### src/tsi_map.svh
// Constants of the two-wire slave: addresses, commands, timing.
// Assumes inclusion by tsi_pkg and the slave module only.
`ifndef TSI_MAP_SVH
`define TSI_MAP_SVH

// ------------------------------------------------------------
// Bus addresses and codes
// ------------------------------------------------------------
`define TSI_ADDR_BASE 7'h48
`define TSI_ALERT_RESP 8'h19
`define TSI_GCALL_ADDR 7'h00
`define TSI_GC_LATCH 8'h04
`define TSI_GC_RESET 8'h06
`define TSI_HS_PREFIX 5'h01
`define TSI_PTR_RESET 8'h00

// ------------------------------------------------------------
// Timing
// ------------------------------------------------------------
`define TSI_CLK_MHZ 250
`define TSI_TIMEOUT_MS 30
`define TSI_TIMEOUT_CYCLES (`TSI_TIMEOUT_MS * 1000 * `TSI_CLK_MHZ)
`define TSI_STUCK_W 24

`endif

### src/tsi_pkg.sv
// Types of the temperature-sensor two-wire slave.
// Assumes tsi_map.svh on the include path.
package tsi_pkg;
`include "tsi_map.svh"

  typedef enum logic [2:0] {ST_IDLE, ST_RX, ST_ACK, ST_TX, ST_MACK} tsi_state_t;
  typedef enum logic [2:0] {K_NONE, K_WRITE, K_READ, K_ALERT, K_GCALL} tsi_kind_t;

  typedef struct packed {
    logic [7:0] data;
    logic lsb;
    logic strobe;
  } tsi_wr_t;

  typedef struct packed {
    logic [1:0] sclSync;
    logic [1:0] sdaSync;
    logic [1:0] strapSync;
    logic sclPrev;
    logic sdaPrev;
    logic strapPrev;
    logic s0;
    logic s1;
    logic s2;
    logic firstFall;
    tsi_state_t st;
    tsi_kind_t kind;
    logic [2:0] bitCnt;
    logic [1:0] byteNo;
    logic [7:0] shiftReg;
    logic [7:0] txByte;
    logic txLsb;
    logic byteReady;
    logic ackPend;
    logic busy;
    logic [`TSI_STUCK_W-1:0] stuckCnt;
    logic sdaOe;
    logic sdaOut;
    logic [7:0] ptr;
    logic [6:0] devAddr;
    tsi_wr_t wr;
    logic genReset;
    logic alertClear;
    logic hsMode;
  } tsi_state_s_t;
endpackage

### src/tsi_two_wire_slave.sv
// Two-wire / SMBus slave of a temperature sensor, oversampling the bus on clk.
// Assumes the register bank and alert logic sit outside on the same clock;
// SCL, SDA and the strap pin arrive asynchronously and are synchronised here.
//
// What this block does
// - Decode 7-bit address plus direction bit
// - Strap connection selects one of four addresses
// - Sample strap at start of every transfer
// - Acknowledge matching address, write bytes and general-call codes 04/06
// - First write byte loads the pointer
// - Reads use last written pointer, kept
// - Pointer-only write is accepted
// - Data bytes written and acknowledged; start/stop end
// - Transmit MSB byte then LSB byte
// - Master NACK or start/stop ends read
// - SDA change with SCL high is start/stop
// - Answer alert response only when alert active
// - Returned LSB tells over or under limit
// - Arbitrate; winner clears alert, loser keeps it
// - Acknowledge general call with write bit
// - General call 04 re-latches strap only
// - General call 06 restores power-up values
// - Hs master code: no ack, Hs filters on
// - Hs mode held until stop
// - Bus low 30 ms resets interface
// - Every byte sent MSB first
// - Alert response clears only the alert output
// - General-call reset also clears alert
`timescale 1ns/1ps
`include "tsi_map.svh"

module tsi_two_wire_slave #(
  parameter int unsigned TIMEOUT_CYCLES = `TSI_TIMEOUT_CYCLES
) (
  input wire logic clk,
  input wire logic reset_n,
  input wire logic ce,
  input wire logic sclPin,
  input wire logic sdaIn,
  output logic sdaOut,
  output logic sdaOe,
  input wire logic strapPin,
  input wire logic alertActive,
  input wire logic overLimitFlag,
  input wire logic [15:0] regRdData,
  output logic [7:0] ptrValue,
  output tsi_pkg::tsi_wr_t wrPort,
  output logic genReset,
  output logic alertClear,
  output logic hsMode,
  output logic [6:0] devAddr
);
  import tsi_pkg::*;

  // ------------------------------------------------------------
  // Parameter check
  // ------------------------------------------------------------
  generate
    if (TIMEOUT_CYCLES < 2 || TIMEOUT_CYCLES >= (1 << `TSI_STUCK_W)) begin : g_bad_timeout
      $error("TIMEOUT_CYCLES out of range");
    end
  endgenerate

  localparam logic [`TSI_STUCK_W-1:0] TimeoutLim = `TSI_STUCK_W'(TIMEOUT_CYCLES);

  // ------------------------------------------------------------
  // Decoding helpers
  // ------------------------------------------------------------
  // Strap level before start, after start, at first SCL low
  function automatic logic [6:0] strapAddr(input logic b0, input logic b1, input logic b2);
    logic [1:0] code;
    if (!b0) begin
      code = 2'h0;
    end else if (!b1) begin
      code = 2'h2;
    end else if (!b2) begin
      code = 2'h3;
    end else begin
      code = 2'h1;
    end
    return `TSI_ADDR_BASE | {5'h00, code};
  endfunction

  function automatic logic [7:0] txLoad(input tsi_kind_t k, input logic lsb, input logic [6:0] a,
                                        input logic ovr, input logic [15:0] rd);
    if (k == K_ALERT) begin
      return {a, ovr};
    end else if (lsb) begin
      return rd[7:0];
    end else begin
      return rd[15:8];
    end
  endfunction

  tsi_state_s_t q;
  tsi_state_s_t n;
  logic sclS;
  logic sdaS;
  logic rise;
  logic fall;
  logic startC;
  logic stopC;
  logic timeoutHit;
  logic byteDone;
  logic [7:0] rxByte;

  // ------------------------------------------------------------
  // Next state
  // ------------------------------------------------------------
  always_comb begin
    n = q;
    n.wr.strobe = 1'b0;
    n.genReset = 1'b0;
    n.alertClear = 1'b0;
    n.sclSync = {q.sclSync[0], sclPin};
    n.sdaSync = {q.sdaSync[0], sdaIn};
    n.strapSync = {q.strapSync[0], strapPin};
    n.sclPrev = q.sclSync[1];
    n.sdaPrev = q.sdaSync[1];
    n.strapPrev = q.strapSync[1];
    sclS = q.sclSync[1];
    sdaS = q.sdaSync[1];
    rise = sclS & ~q.sclPrev;
    fall = ~sclS & q.sclPrev;
    startC = sclS & q.sclPrev & q.sdaPrev & ~sdaS;
    stopC = sclS & q.sclPrev & ~q.sdaPrev & sdaS;
    rxByte = {q.shiftReg[6:0], sdaS};
    byteDone = (q.st == ST_RX) && rise && (q.bitCnt == 3'h7);
    timeoutHit = q.busy && (q.stuckCnt == TimeoutLim);
    if (q.busy && (!sclS || !sdaS)) begin
      n.stuckCnt = q.stuckCnt + `TSI_STUCK_W'(1);
    end else begin
      n.stuckCnt = '0;
    end

    if (startC) begin
      n.st = ST_RX;
      n.busy = 1'b1;
      n.bitCnt = 3'h0;
      n.byteNo = 2'h0;
      n.sdaOe = 1'b0;
      n.kind = K_NONE;
      n.byteReady = 1'b0;
      n.ackPend = 1'b0;
      n.s0 = q.strapPrev;
      n.s1 = q.strapSync[1];
      n.firstFall = 1'b1;
    end else if (stopC) begin
      n.st = ST_IDLE;
      n.busy = 1'b0;
      n.sdaOe = 1'b0;
      n.hsMode = 1'b0;
    end else if (timeoutHit) begin
      n.st = ST_IDLE;
      n.busy = 1'b0;
      n.sdaOe = 1'b0;
      n.stuckCnt = '0;
    end else begin
      if (fall && q.firstFall) begin
        n.firstFall = 1'b0;
        n.s2 = q.strapSync[1];
        n.devAddr = strapAddr(q.s0, q.s1, q.strapSync[1]);
      end
      case (q.st)
        ST_IDLE: begin
          n.sdaOe = 1'b0;
        end
        ST_RX: begin
          if (rise) begin
            n.shiftReg = rxByte;
            n.bitCnt = q.bitCnt + 3'h1;
          end
          if (byteDone) begin
            n.byteReady = 1'b1;
            n.ackPend = 1'b0;
            if (q.byteNo == 2'h0) begin
              if (rxByte[7:1] == q.devAddr) begin
                n.ackPend = 1'b1;
                n.kind = rxByte[0] ? K_READ : K_WRITE;
              end else if (rxByte == `TSI_ALERT_RESP && alertActive) begin
                n.ackPend = 1'b1;
                n.kind = K_ALERT;
              end else if (rxByte == {`TSI_GCALL_ADDR, 1'b0}) begin
                n.ackPend = 1'b1;
                n.kind = K_GCALL;
              end else if (rxByte[7:3] == `TSI_HS_PREFIX) begin
                n.hsMode = 1'b1;
              end
            end else if (q.kind == K_WRITE) begin
              n.ackPend = 1'b1;
              if (q.byteNo == 2'h1) begin
                n.ptr = rxByte;
              end else begin
                n.wr.data = rxByte;
                n.wr.lsb = q.byteNo[0];
                n.wr.strobe = 1'b1;
              end
            end else if (q.kind == K_GCALL && q.byteNo == 2'h1) begin
              if (rxByte == `TSI_GC_LATCH) begin
                n.ackPend = 1'b1;
                n.devAddr = strapAddr(q.s0, q.s1, q.s2);
              end else if (rxByte == `TSI_GC_RESET) begin
                n.ackPend = 1'b1;
                n.ptr = `TSI_PTR_RESET;
                n.genReset = 1'b1;
                n.alertClear = 1'b1;
              end
            end
          end else if (fall && q.byteReady) begin
            n.byteReady = 1'b0;
            if (q.ackPend) begin
              n.st = ST_ACK;
              n.sdaOe = 1'b1;
            end else begin
              n.st = ST_IDLE;
            end
          end
        end
        ST_ACK: begin
          if (fall) begin
            n.sdaOe = 1'b0;
            n.bitCnt = 3'h0;
            n.byteNo = (q.byteNo == 2'h3) ? 2'h2 : q.byteNo + 2'h1;
            if (q.kind == K_READ || q.kind == K_ALERT) begin
              n.st = ST_TX;
              n.txLsb = 1'b0;
              n.txByte = txLoad(q.kind, 1'b0, q.devAddr, overLimitFlag, regRdData);
              n.sdaOe = ~n.txByte[7];
            end else begin
              n.st = ST_RX;
            end
          end
        end
        ST_TX: begin
          if (rise) begin
            n.bitCnt = q.bitCnt + 3'h1;
            if (q.kind == K_ALERT && !q.sdaOe && !sdaS) begin
              n.st = ST_IDLE;
            end
          end else if (fall) begin
            if (q.bitCnt == 3'h0) begin
              n.sdaOe = 1'b0;
              n.st = ST_MACK;
              n.ackPend = 1'b0;
            end else begin
              n.txByte = {q.txByte[6:0], 1'b0};
              n.sdaOe = ~q.txByte[6];
            end
          end
        end
        ST_MACK: begin
          if (rise) begin
            if (q.kind == K_ALERT) begin
              n.alertClear = 1'b1;
              n.st = ST_IDLE;
            end else if (sdaS) begin
              n.st = ST_IDLE;
            end else begin
              n.ackPend = 1'b1;
            end
          end else if (fall && q.ackPend) begin
            n.ackPend = 1'b0;
            n.st = ST_TX;
            n.bitCnt = 3'h0;
            n.txLsb = ~q.txLsb;
            n.txByte = txLoad(q.kind, ~q.txLsb, q.devAddr, overLimitFlag, regRdData);
            n.sdaOe = ~n.txByte[7];
          end
        end
        default: begin
          n.st = ST_IDLE;
          n.sdaOe = 1'b0;
        end
      endcase
    end
  end

  // ------------------------------------------------------------
  // State register
  // ------------------------------------------------------------
  always_ff @(posedge clk or negedge reset_n) begin
    if (!reset_n) begin
      q <= '0;
      q.sclSync <= 2'h3;
      q.sdaSync <= 2'h3;
      q.sclPrev <= 1'b1;
      q.sdaPrev <= 1'b1;
      q.st <= ST_IDLE;
      q.kind <= K_NONE;
      q.ptr <= `TSI_PTR_RESET;
      q.devAddr <= `TSI_ADDR_BASE;
    end else if (ce) begin
      q <= n;
    end
  end

  assign sdaOut = q.sdaOut;
  assign sdaOe = q.sdaOe;
  assign ptrValue = q.ptr;
  assign wrPort = q.wr;
  assign genReset = q.genReset;
  assign alertClear = q.alertClear;
  assign hsMode = q.hsMode;
  assign devAddr = q.devAddr;
endmodule // tsi_two_wire_slave

### config.mk
export PLATFORM = sky130hd
export DESIGN_NAME = tsi_two_wire_slave
export DESIGN_NICKNAME = d
export VERILOG_FILES = /design/src/tsi_pkg.sv /design/src/tsi_two_wire_slave.sv
export VERILOG_INCLUDE_DIRS = /design/src /design/src/src
export SDC_FILE = /design/constraint.sdc
export NUM_CORES = 1
export LEC_CHECK = 0
export ABC_AREA = 1
export BUFFER_PORTS_ARGS = -buffer_cell sky130_fd_sc_hd__buf_2
export CORE_MARGIN = 2
export CORE_UTILIZATION = 50
export CTS_CLUSTER_SIZE = 16
export DETAILED_ROUTE_END_ITERATION = 6
export PLACE_DENSITY = 0.72
export SETUP_SLACK_MARGIN = 0.02
export SKIP_LAST_GASP = 1
export SYNTH_ARGS = -nofsm -noshare
export SYNTH_HDL_FRONTEND = slang
export SYNTH_SLANG_ARGS = --single-unit
### constraint.sdc
create_clock -name clk -period 1.85 [get_ports clk]
set_clock_uncertainty 0.15 [all_clocks]
set_input_delay 0.185 -clock clk [delete_from_list [all_inputs] [get_ports clk]]
set_output_delay 0.185 -clock clk [all_outputs]
set_load 0.03 [all_outputs]
==> metrics.txt, run 1 <==
Synth Flop Type=dfrtp_1; core area=11400 sq um; Rows=39; Port Buf Inserts=52; chip width=112 microns; CP Class=reg -> reg; xor and xnor area share after synthesis=2.88%; routed wire length=17700 microns; final worst path period need=2.08 ns; Syn Inst Count=760; syn_area_per_cell=7.61 sq um; number of synthesized flops with an enable pin=0; 1st-iter DRT viols=475; largest net degree at the start of global routing=96; clock latency at the later pin of the worst-skew pair=0.35 ns; die area=12400 sq um; crit share post-route=112%; Synth async-reset ratio=100%; Area Overhead vs Synth=38.0%; Hold Crit Class=in -> reg; crit end category=flop; failing checks=negative setup slack; simple-gate area share of the yosys netlist=32.0%; Global Route Usage Sum=27.9%; CTS tree=built; first-pass GRT wire length=27800 microns; top post-synthesis cells by count=186 x nand2_1, 88 x nor2_1, 87 x dfrtp_1; H-tree Lvls=3; Mapped Nets=792; reg2reg end=alertClear; Die Height=112 microns; initial core utilization=50.9%; Synth top area share=37.7%; worst-path fanout max=8; Inserted Diodes=0; synth warn=0; Worst R2R Path Depth=11; grt ovf=0; CP cell instances=clkinv_4, nand3_4, inv_6, nor2_4, nand2_8, nor2_8, inv_4, buf_4, buf_4, buf_4, o21ai_2; total number of vias=5958; FF-to-FF Start=n[90]; outcome=finished with violations; initial antenna violation count=0; top-count cell post-synth=nand2_1; Seq/Total Area, Yosys=41.3%; DR vias/cell=5.53; main area contributors after synthesis=dfrtp_1 38%, nand2_1 12%, nor2_1 5.7%; share of layout cells above drive strength 1=37.9%; Startpoint Class=flop; slew margin rel.=64.7%; Layout Utilization=70.2%; fin nets=961; Initial DRT Pass Iterations=7; Synth Area in Compound Gates=9.98%; gpl congestion=0.895; root buf cell=clkbuf_16; number of distinct library cells after synthesis=51; leakage=3.86 nW; Longest Clk Path Bufs=2; Avg WL per Cell=16.4 microns; worst hold slack=0.0432 ns; RSZ-0062 raised after global routing=true; vias in the first global route=5827; Synth Area in Adders=1.73%; register bit total from synthesis=95; main combinational cell family by area after synthesis=simple AND/OR/NAND/NOR gates; pwr/cell area=743 nW/um^2; Slew Limit Fails=0; Clock transition at path regs=0.07 ns; Boundary Pins=54; post-route DRC violation count=0; CP required=1.97 ns; mapped cell area=5780 sq um; Max Cap Viol=0; Fin. Hold Viols=0; fin worst setup slack=-0.225 ns; worst-margin pin slew=0.525 ns; Antenna Nets Post-Route=0; multiplexer share of the synthesized area=0.866%; critical path's largest stage delay=0.60 ns; area leader, netlist=dfrtp_1; slowest CP cell=dfstp_2; Hold Path Depth=5; CP Data Arrival Time=2.20 ns; Worst R2R Setup Slack=-0.23 ns; Setup-failing EPs final=77; Sink Count=95; peak supply drop=0.826 mV; hold_sp=overLimitFlag; dpl hpwl=11800 microns; Critical Path Most Common Cell=buf_4; Fmax=0.482 GHz; Hold Path End=q[58]; cts bufs inserted=9
[registers in the layout, indices dropped and copies added, names as in the netlist]
signal      flops
genReset        1
wrPort         10
ptrValue        8
alertClear      1
devAddr         7
n               6
hsMode          1
q              60
sdaOe           1
[final cells by class]
cell class | count | area, sq um
Fill cell | 887 | 3390
Multi-Input combinational cell | 544 | 3320
Sequential cell | 95 | 2390
Timing Repair Buffer | 192 | 1410
Inverter | 87 | 373
Clock buffer | 10 | 229
Tap cell | 143 | 179
Clock inverter | 6 | 70.1
[worst max-delay path, delay by kind of cell (launching register included)]
family | cells | cell delay, ns
and+or+nand+nor | 4 | 0.56
buffers and inverters | 6 | 0.55
DFF | 1 | 0.60
AOI/OAI and AO/OA | 1 | 0.12
[power breakdown]
group | switching [mW] | total [mW] | leakage, nW | internal, mW
registers | 0.190 | 2.49 | 1.25 | 2.30
clock network | 0.849 | 1.91 | 0.146 | 1.06
logic | 0.901 | 1.53 | 2.46 | 0.626
[how the worst max path moves through the flow]
| stage | startpoint | endpoint | cells after the start |
|---|---|---|---|
| 2_1_floorplan | q[30] | q[52] | 15 |
| 4_1_cts | q[91] | q[62] | 9 |
| 6_report | n[90] | alertClear | 11 |
| 3_5_place_dp | q[31] | q[79] | 15 |
| 5_1_grt | n[90] | q[67] | 11 |
| 3_3_place_gp | n[91] | q[79] | 12 |
[routing by layer]
| layer | GRT usage [%] | share of wire (%) | up-vias |
|---|---|---|---|
| met4 | 15.2 | 4.5 | 0 |
| met1 | 33.0 | 40 | 2843 |
| met2 | 47.6 | 50 | 250 |
| met3 | 5.61 | 5.7 | 73 |
| li1 | - | - | 2792 |
| met5 | 0 | 0 | - |
[placed cells by master (no fill, tap or decap), drive strengths merged, types with 4 or more instances in the layout]
| cell | n |
|---|---|
| inv | 87 |
| nor3 | 26 |
| dfstp | 8 |
| xnor2 | 4 |
| ha | 8 |
| dfrtp | 87 |
| nand4 | 18 |
| clkbuf | 10 |
| nand3 | 65 |
| xor2 | 15 |
| o21ai | 62 |
| a21oi | 24 |
| nand2 | 193 |
| nor2 | 100 |
| dlygate4sd3 | 4 |
| buf | 188 |
| mux2i | 5 |
[repair_timing]
item,4_1_cts,5_1_grt
hold buffers,4,0
pin swaps,16,28
endpoints found under the hold margin,90,0
setup endpoints to repair,80,85
resized for setup,73,75
cloned,5,3
buffers inserted,16,12
[metrics by stage]
stage	setup WS, ns	area, sq um	setup TNS [ns]	cells	total power, mW
after floorplan	-0.0682	5810	-1.39	760	3.28
after global placement	-0.183	6800	-7.72	1023	3.71
after detailed placement	-0.231	6800	-11.87	1023	3.76
after CTS	-0.171	7560	-7.23	1063	5.83
after global routing	-0.319	7980	-17.60	1077	6.22
final	-0.225	7980	-10.41	1077	5.93
[cell families (layout without fill, tap and decap cells)]
group,Yosys count,after routing
buffers and inverters,129,295
and+or+nand+nor,399,407
xor gates and xnor gates,19,19
DFF,95,95
other,1,1
AOI/OAI and AO/OA,104,104
muxes,5,5
adders and majority gates,8,8
(Power assumes the default switching activity.)
==> run 2, diff against run 1 <==
Settings changed: HOLD_SLACK_MARGIN set to 0.06.
==> run 2 against run 1 <==
Compared with the run above: the run still ends with negative setup slack left; clock power about the same; power about the same; sequential share of layout area about the same; sequential power about the same; global-route usage unchanged; die area unchanged; wire length decreased by 0.35%; final area increased by 0.13%; register-to-register slack about the same; largest power group unchanged; core utilization increased by 0.088 points; critical path depth unchanged; largest cell class unchanged; fmax about the same.
==> metrics.txt, run 2 (same netlist as run 1, synthesis figures left out) <==
Slew Limit Fails=0; Avg WL per Cell=16.3 microns; core area=11400 sq um; Crit path max-delay family=flip-flops; Gate power share=25.8%; crit end category=flop; share of layout cells above drive strength 1=37.9%; vias in the first global route=5827; GR met3 Demand/Resource=5.61%; peak supply drop=0.826 mV; Hold Crit Class=in -> reg; Port Buf Inserts=52; Clock transition at path regs=0.07 ns; Top Usage Layer GRT=met2; clock latency at the later pin of the worst-skew pair=0.35 ns; CP Class=reg -> reg; sw frac=32.7%; slowest CP cell=dfstp_2; Initial DRT Pass Iterations=5; Startpoint Class=flop; Critical Path Most Common Cell=buf_4; clock share of power=32.3%; post-route DRC violation count=0; max reg flops=60; pwr/cell area=742 nW/um^2; H-tree Lvls=3; Setup TNS Final=-10.36 ns; cts bufs inserted=9; largest net degree at the start of global routing=96; commonest cells after routing, fill and taps aside=157 x nand2_1, 120 x buf_4, 87 x dfrtp_1; die area=12400 sq um; Die Height=112 microns; P_sw=1.94 mW; 1st-iter DRT viols=473; CP cell instances=clkinv_4, nand3_4, inv_6, nor2_4, nand2_8, nor2_8, inv_4, buf_4, buf_4, buf_4, o21ai_2; Antenna Nets Post-Route=0; failing checks=negative setup slack; chip width=112 microns; worst-path fanout max=8; fin nets=962; Global Route Usage Sum=27.9%; gpl congestion=0.895; total number of vias=5946; initial core utilization=50.9%; Fmax=0.482 GHz; DR vias/cell=5.52; most common cell after layout, fill and taps aside=nand2_1; slew margin rel.=64.7%; worst-margin pin slew=0.524 ns; grt ovf=0; CTS tree=built; CP required=1.97 ns; routed wire length=17600 microns; crit share post-route=112%; critical path's largest stage delay=0.60 ns; initial antenna violation count=0; root buf cell=clkbuf_16; final worst path period need=2.07 ns; Longest Clk Path Bufs=2; first-pass GRT wire length=27800 microns; Area Overhead vs Synth=38.1%; Flop pwr share=42.0%; M1 GR Usage=33.0%; CP Data Arrival Time=2.19 ns; Internal Dissipation=3.99 mW; Sink Count=95; Inserted Diodes=0; fin worst setup slack=-0.223 ns; Rows=39; GRT met2 Usage=47.6%; critical path buffer and inverter count=6; Biggest register=q; dpl hpwl=11800 microns; leakage=3.86 nW; Max Cap Viol=0; Fin. Hold Viols=0; Cell Count, Final, Fillers Out=1078; RSZ-0062 raised after global routing=true; outcome=finished with violations; Setup-failing EPs final=78; dpl cells=1023; Boundary Pins=54
## run 2: changes by cell type in the layout (fill, tap and decap cells not counted), sizes merged
cell	previous run	this run
dlygate4sd3	4	5
## run 2: layout make-up
class,instances,area [sq um]
multi-input combinational,544,3320
inverter,87,373
sequential,95,2390
clock buffer,10,229
tap,143,179
clock inverter,6,70.1
fill,886,3380
timing repair buffer,193,1420
## run 2: layer usage
metal,part of all wire (%),vias up
li1,-,2793
met1,40,2837
met2,50,246
met3,5.7,70
met4,4.4,0
met5,0,-
## run 2: metrics by stage
step	power (mW)	hold slack [ns]	area [sq um]	util [%]	setup slack, ns
final	5.92	0.112	7990	70.2	-0.223
after global routing	6.22	0.146	7990	70.2	-0.319
after CTS	5.83	0.110	7570	66.5	-0.171
after detailed placement	3.76	0.132	6800	59.8	-0.231
after global placement	3.71	0.125	6800	59.8	-0.183
after floorplan	3.28	-0.261	5810	-	-0.0682
## run 2: final timing paths
| check | from | to | slack [ns] | cells after the start |
|---|---|---|---|---|
| max | n[90] | alertClear | -0.22 | 11 |
| min in group asynchronous | reset_n | ptrValue[7] | 0.26 | 3 |
| max in group asynchronous | reset_n | devAddr[3] | 0.86 | 3 |
| max reg2reg | n[90] | alertClear | -0.22 | 11 |
| min reg2reg | n[95] | n[95] | 0.31 | 2 |
| min | ce | n[95] | 0.11 | 4 |
## run 2: power by group through the flow
stage / clock [mW] / sequential [mW] / combinational (mW)
after global placement: 0 / 2.50 / 1.21
after global routing: 2.03 / 2.51 / 1.68
after detailed placement: 0 / 2.51 / 1.24
after CTS: 1.94 / 2.48 / 1.41
final: 1.91 / 2.49 / 1.53
after floorplan: 0 / 2.47 / 0.817
## run 2: worst register-to-register path, delay by kind of cell (launching register included)
kind                   cells  cell delay [ns]
buffers and inverters      6             0.57
DFF                        1             0.60
AOI/OAI and AO/OA          1             0.12
and+or+nand+nor            4             0.57
## run 2: what timing repair did
action | 4_1_cts | 5_1_grt
hold buffers | 5 | 0
setup endpoints to repair | 80 | 85
cloned | 5 | 3
pin swaps | 16 | 28
setup buffers | 16 | 12
endpoints found under the hold margin | 91 | 0
gates resized for setup | 73 | 75
==> run 3, diff against run 2 <==
Settings changed: SKIP_CTS_REPAIR_TIMING set to 1.
==> run 3 against run 2 <==
Compared with the run above: highest routed layer unchanged; the flow still finishes with violations (negative setup slack); sequential share of layout area rose by 0.28 points; critical endpoint is now q[62]; power grew 0.38%; largest cell class unchanged; combinational power about the same.
==> metrics.txt, run 3 (same netlist as run 1, synthesis figures left out) <==
Layout Utilization=69.6%; Startpoint Class=flop; post-place setup slack=-0.231 ns; Crit path max-delay family=simple AND/OR/NAND/NOR gates; fin nets=958; failing checks=negative setup slack; gpl congestion=0.895; DR vias/cell=5.42; grt ovf=0; die area=12400 sq um; CP required=1.98 ns; Slew Limit Fails=0; Antenna Nets Post-Route=0; vias in the first global route=5585; worst-margin pin slew=0.530 ns; Die Height=112 microns; H-tree Lvls=3; initial core utilization=50.9%; routed wire length=17700 microns; outcome=finished with violations; Worst R2R Path Depth=11; dpl hpwl=11800 microns; fin worst setup slack=-0.249 ns; critical path's largest stage delay=0.61 ns; slew margin rel.=64.3%; Setup TNS Final=-13.65 ns; post-route DRC violation count=0; RSZ-0062 raised after global routing=true; Sink Count=95; CP Depth=11; clock latency at the later pin of the worst-skew pair=0.35 ns; CP Data Arrival Time=2.22 ns; peak supply drop=0.753 mV; Port Buf Inserts=52; share of layout cells above drive strength 1=36.3%; Clock transition at path regs=0.07 ns; crit share post-route=113%; Hold Crit Class=in -> reg; CP cell instances=inv_6, nand3_4, inv_6, nor2_4, nand2_8, nor2_8, inv_4, nor2_4, buf_12, nor2_2, a21oi_2; most common cell after layout, fill and taps aside=nand2_1; Initial DRT Pass Iterations=7; CP Class=reg -> reg; Longest Clk Path Bufs=2; Inserted Diodes=0; initial antenna violation count=0; Avg WL per Cell=16.5 microns; Boundary Pins=54; pwr/cell area=752 nW/um^2; commonest cells after routing, fill and taps aside=163 x nand2_1, 121 x buf_4, 87 x dfrtp_1; Fmax=0.476 GHz; 1st-iter DRT viols=524; crit end category=flop; critical path buffer and inverter count=4; slowest CP cell=dfstp_2; root buf cell=clkbuf_16; leakage=3.84 nW; cts bufs inserted=9; Setup-failing EPs final=82; Max Cap Viol=0; final worst path period need=2.10 ns; core area=11400 sq um; Area Overhead vs Synth=36.8%; Fin. Hold Viols=0; Rows=39; max reg flops=60; CTS tree=built; Hold Path Depth=5; worst-path fanout max=7; first-pass GRT wire length=26200 microns; Biggest register=q; total number of vias=5826; Global Route Usage Sum=26.2%; chip width=112 microns; largest net degree at the start of global routing=96
## run 3: path summary, 6_finish.rpt
| check | to | slack, ns | startpoint |
|---|---|---|---|
| setup / recovery | q[62] | -0.25 | n[90] |
| hold / removal | q[58] | 0.04 | overLimitFlag |
| setup reg to reg | q[62] | -0.25 | n[90] |
| hold reg to reg | n[95] | 0.31 | n[95] |
| max in group asynchronous | devAddr[3] | 0.85 | reset_n |
| min in group asynchronous | ptrValue[7] | 0.25 | reset_n |
## run 3: stage by stage
step,std cells,area (sq um),hold WS (ns),power [mW]
after detailed placement,1023,6800,0.132,3.76
after floorplan,760,5810,-0.261,3.28
after CTS,1039,7100,-0.246,5.66
after global routing,1074,7910,0.0765,6.24
final,1074,7910,0.0448,5.95
after global placement,1023,6800,0.125,3.71
## run 3: metal layers
| layer | vias to the layer above | share of wire, % | GRT usage [%] |
|---|---|---|---|
| li1 | 2779 | - | - |
| met1 | 2757 | 41 | 32.0 |
| met2 | 226 | 49 | 44.7 |
| met3 | 64 | 4.9 | 4.52 |
| met4 | 0 | 4.6 | 13.1 |
| met5 | - | 0 | 0 |
## run 3: report_power, final
| part | internal, mW | leakage, nW | switching, mW |
|---|---|---|---|
| clock network | 1.06 | 0.146 | 0.855 |
| registers | 2.30 | 1.25 | 0.195 |
| logic | 0.628 | 2.44 | 0.910 |
| total | 3.99 | 3.84 | 1.96 |
## run 3: final cells by class
class	count	area, sq um
clock inverters	6	70.1
flip-flops and latches	95	2390
fillers	900	3460
repair buffers	189	1380
inverters	87	379
clock buffers	10	229
well taps	143	179
multi-input cells	544	3290
## run 3: tightest hold or removal path, delay by kind of cell
family / cells / cell delay, ns
AND/OR/NAND/NOR: 3 / 0.18
buffers and inverters: 1 / 0.07
AO/OA/AOI/OAI: 1 / 0.06
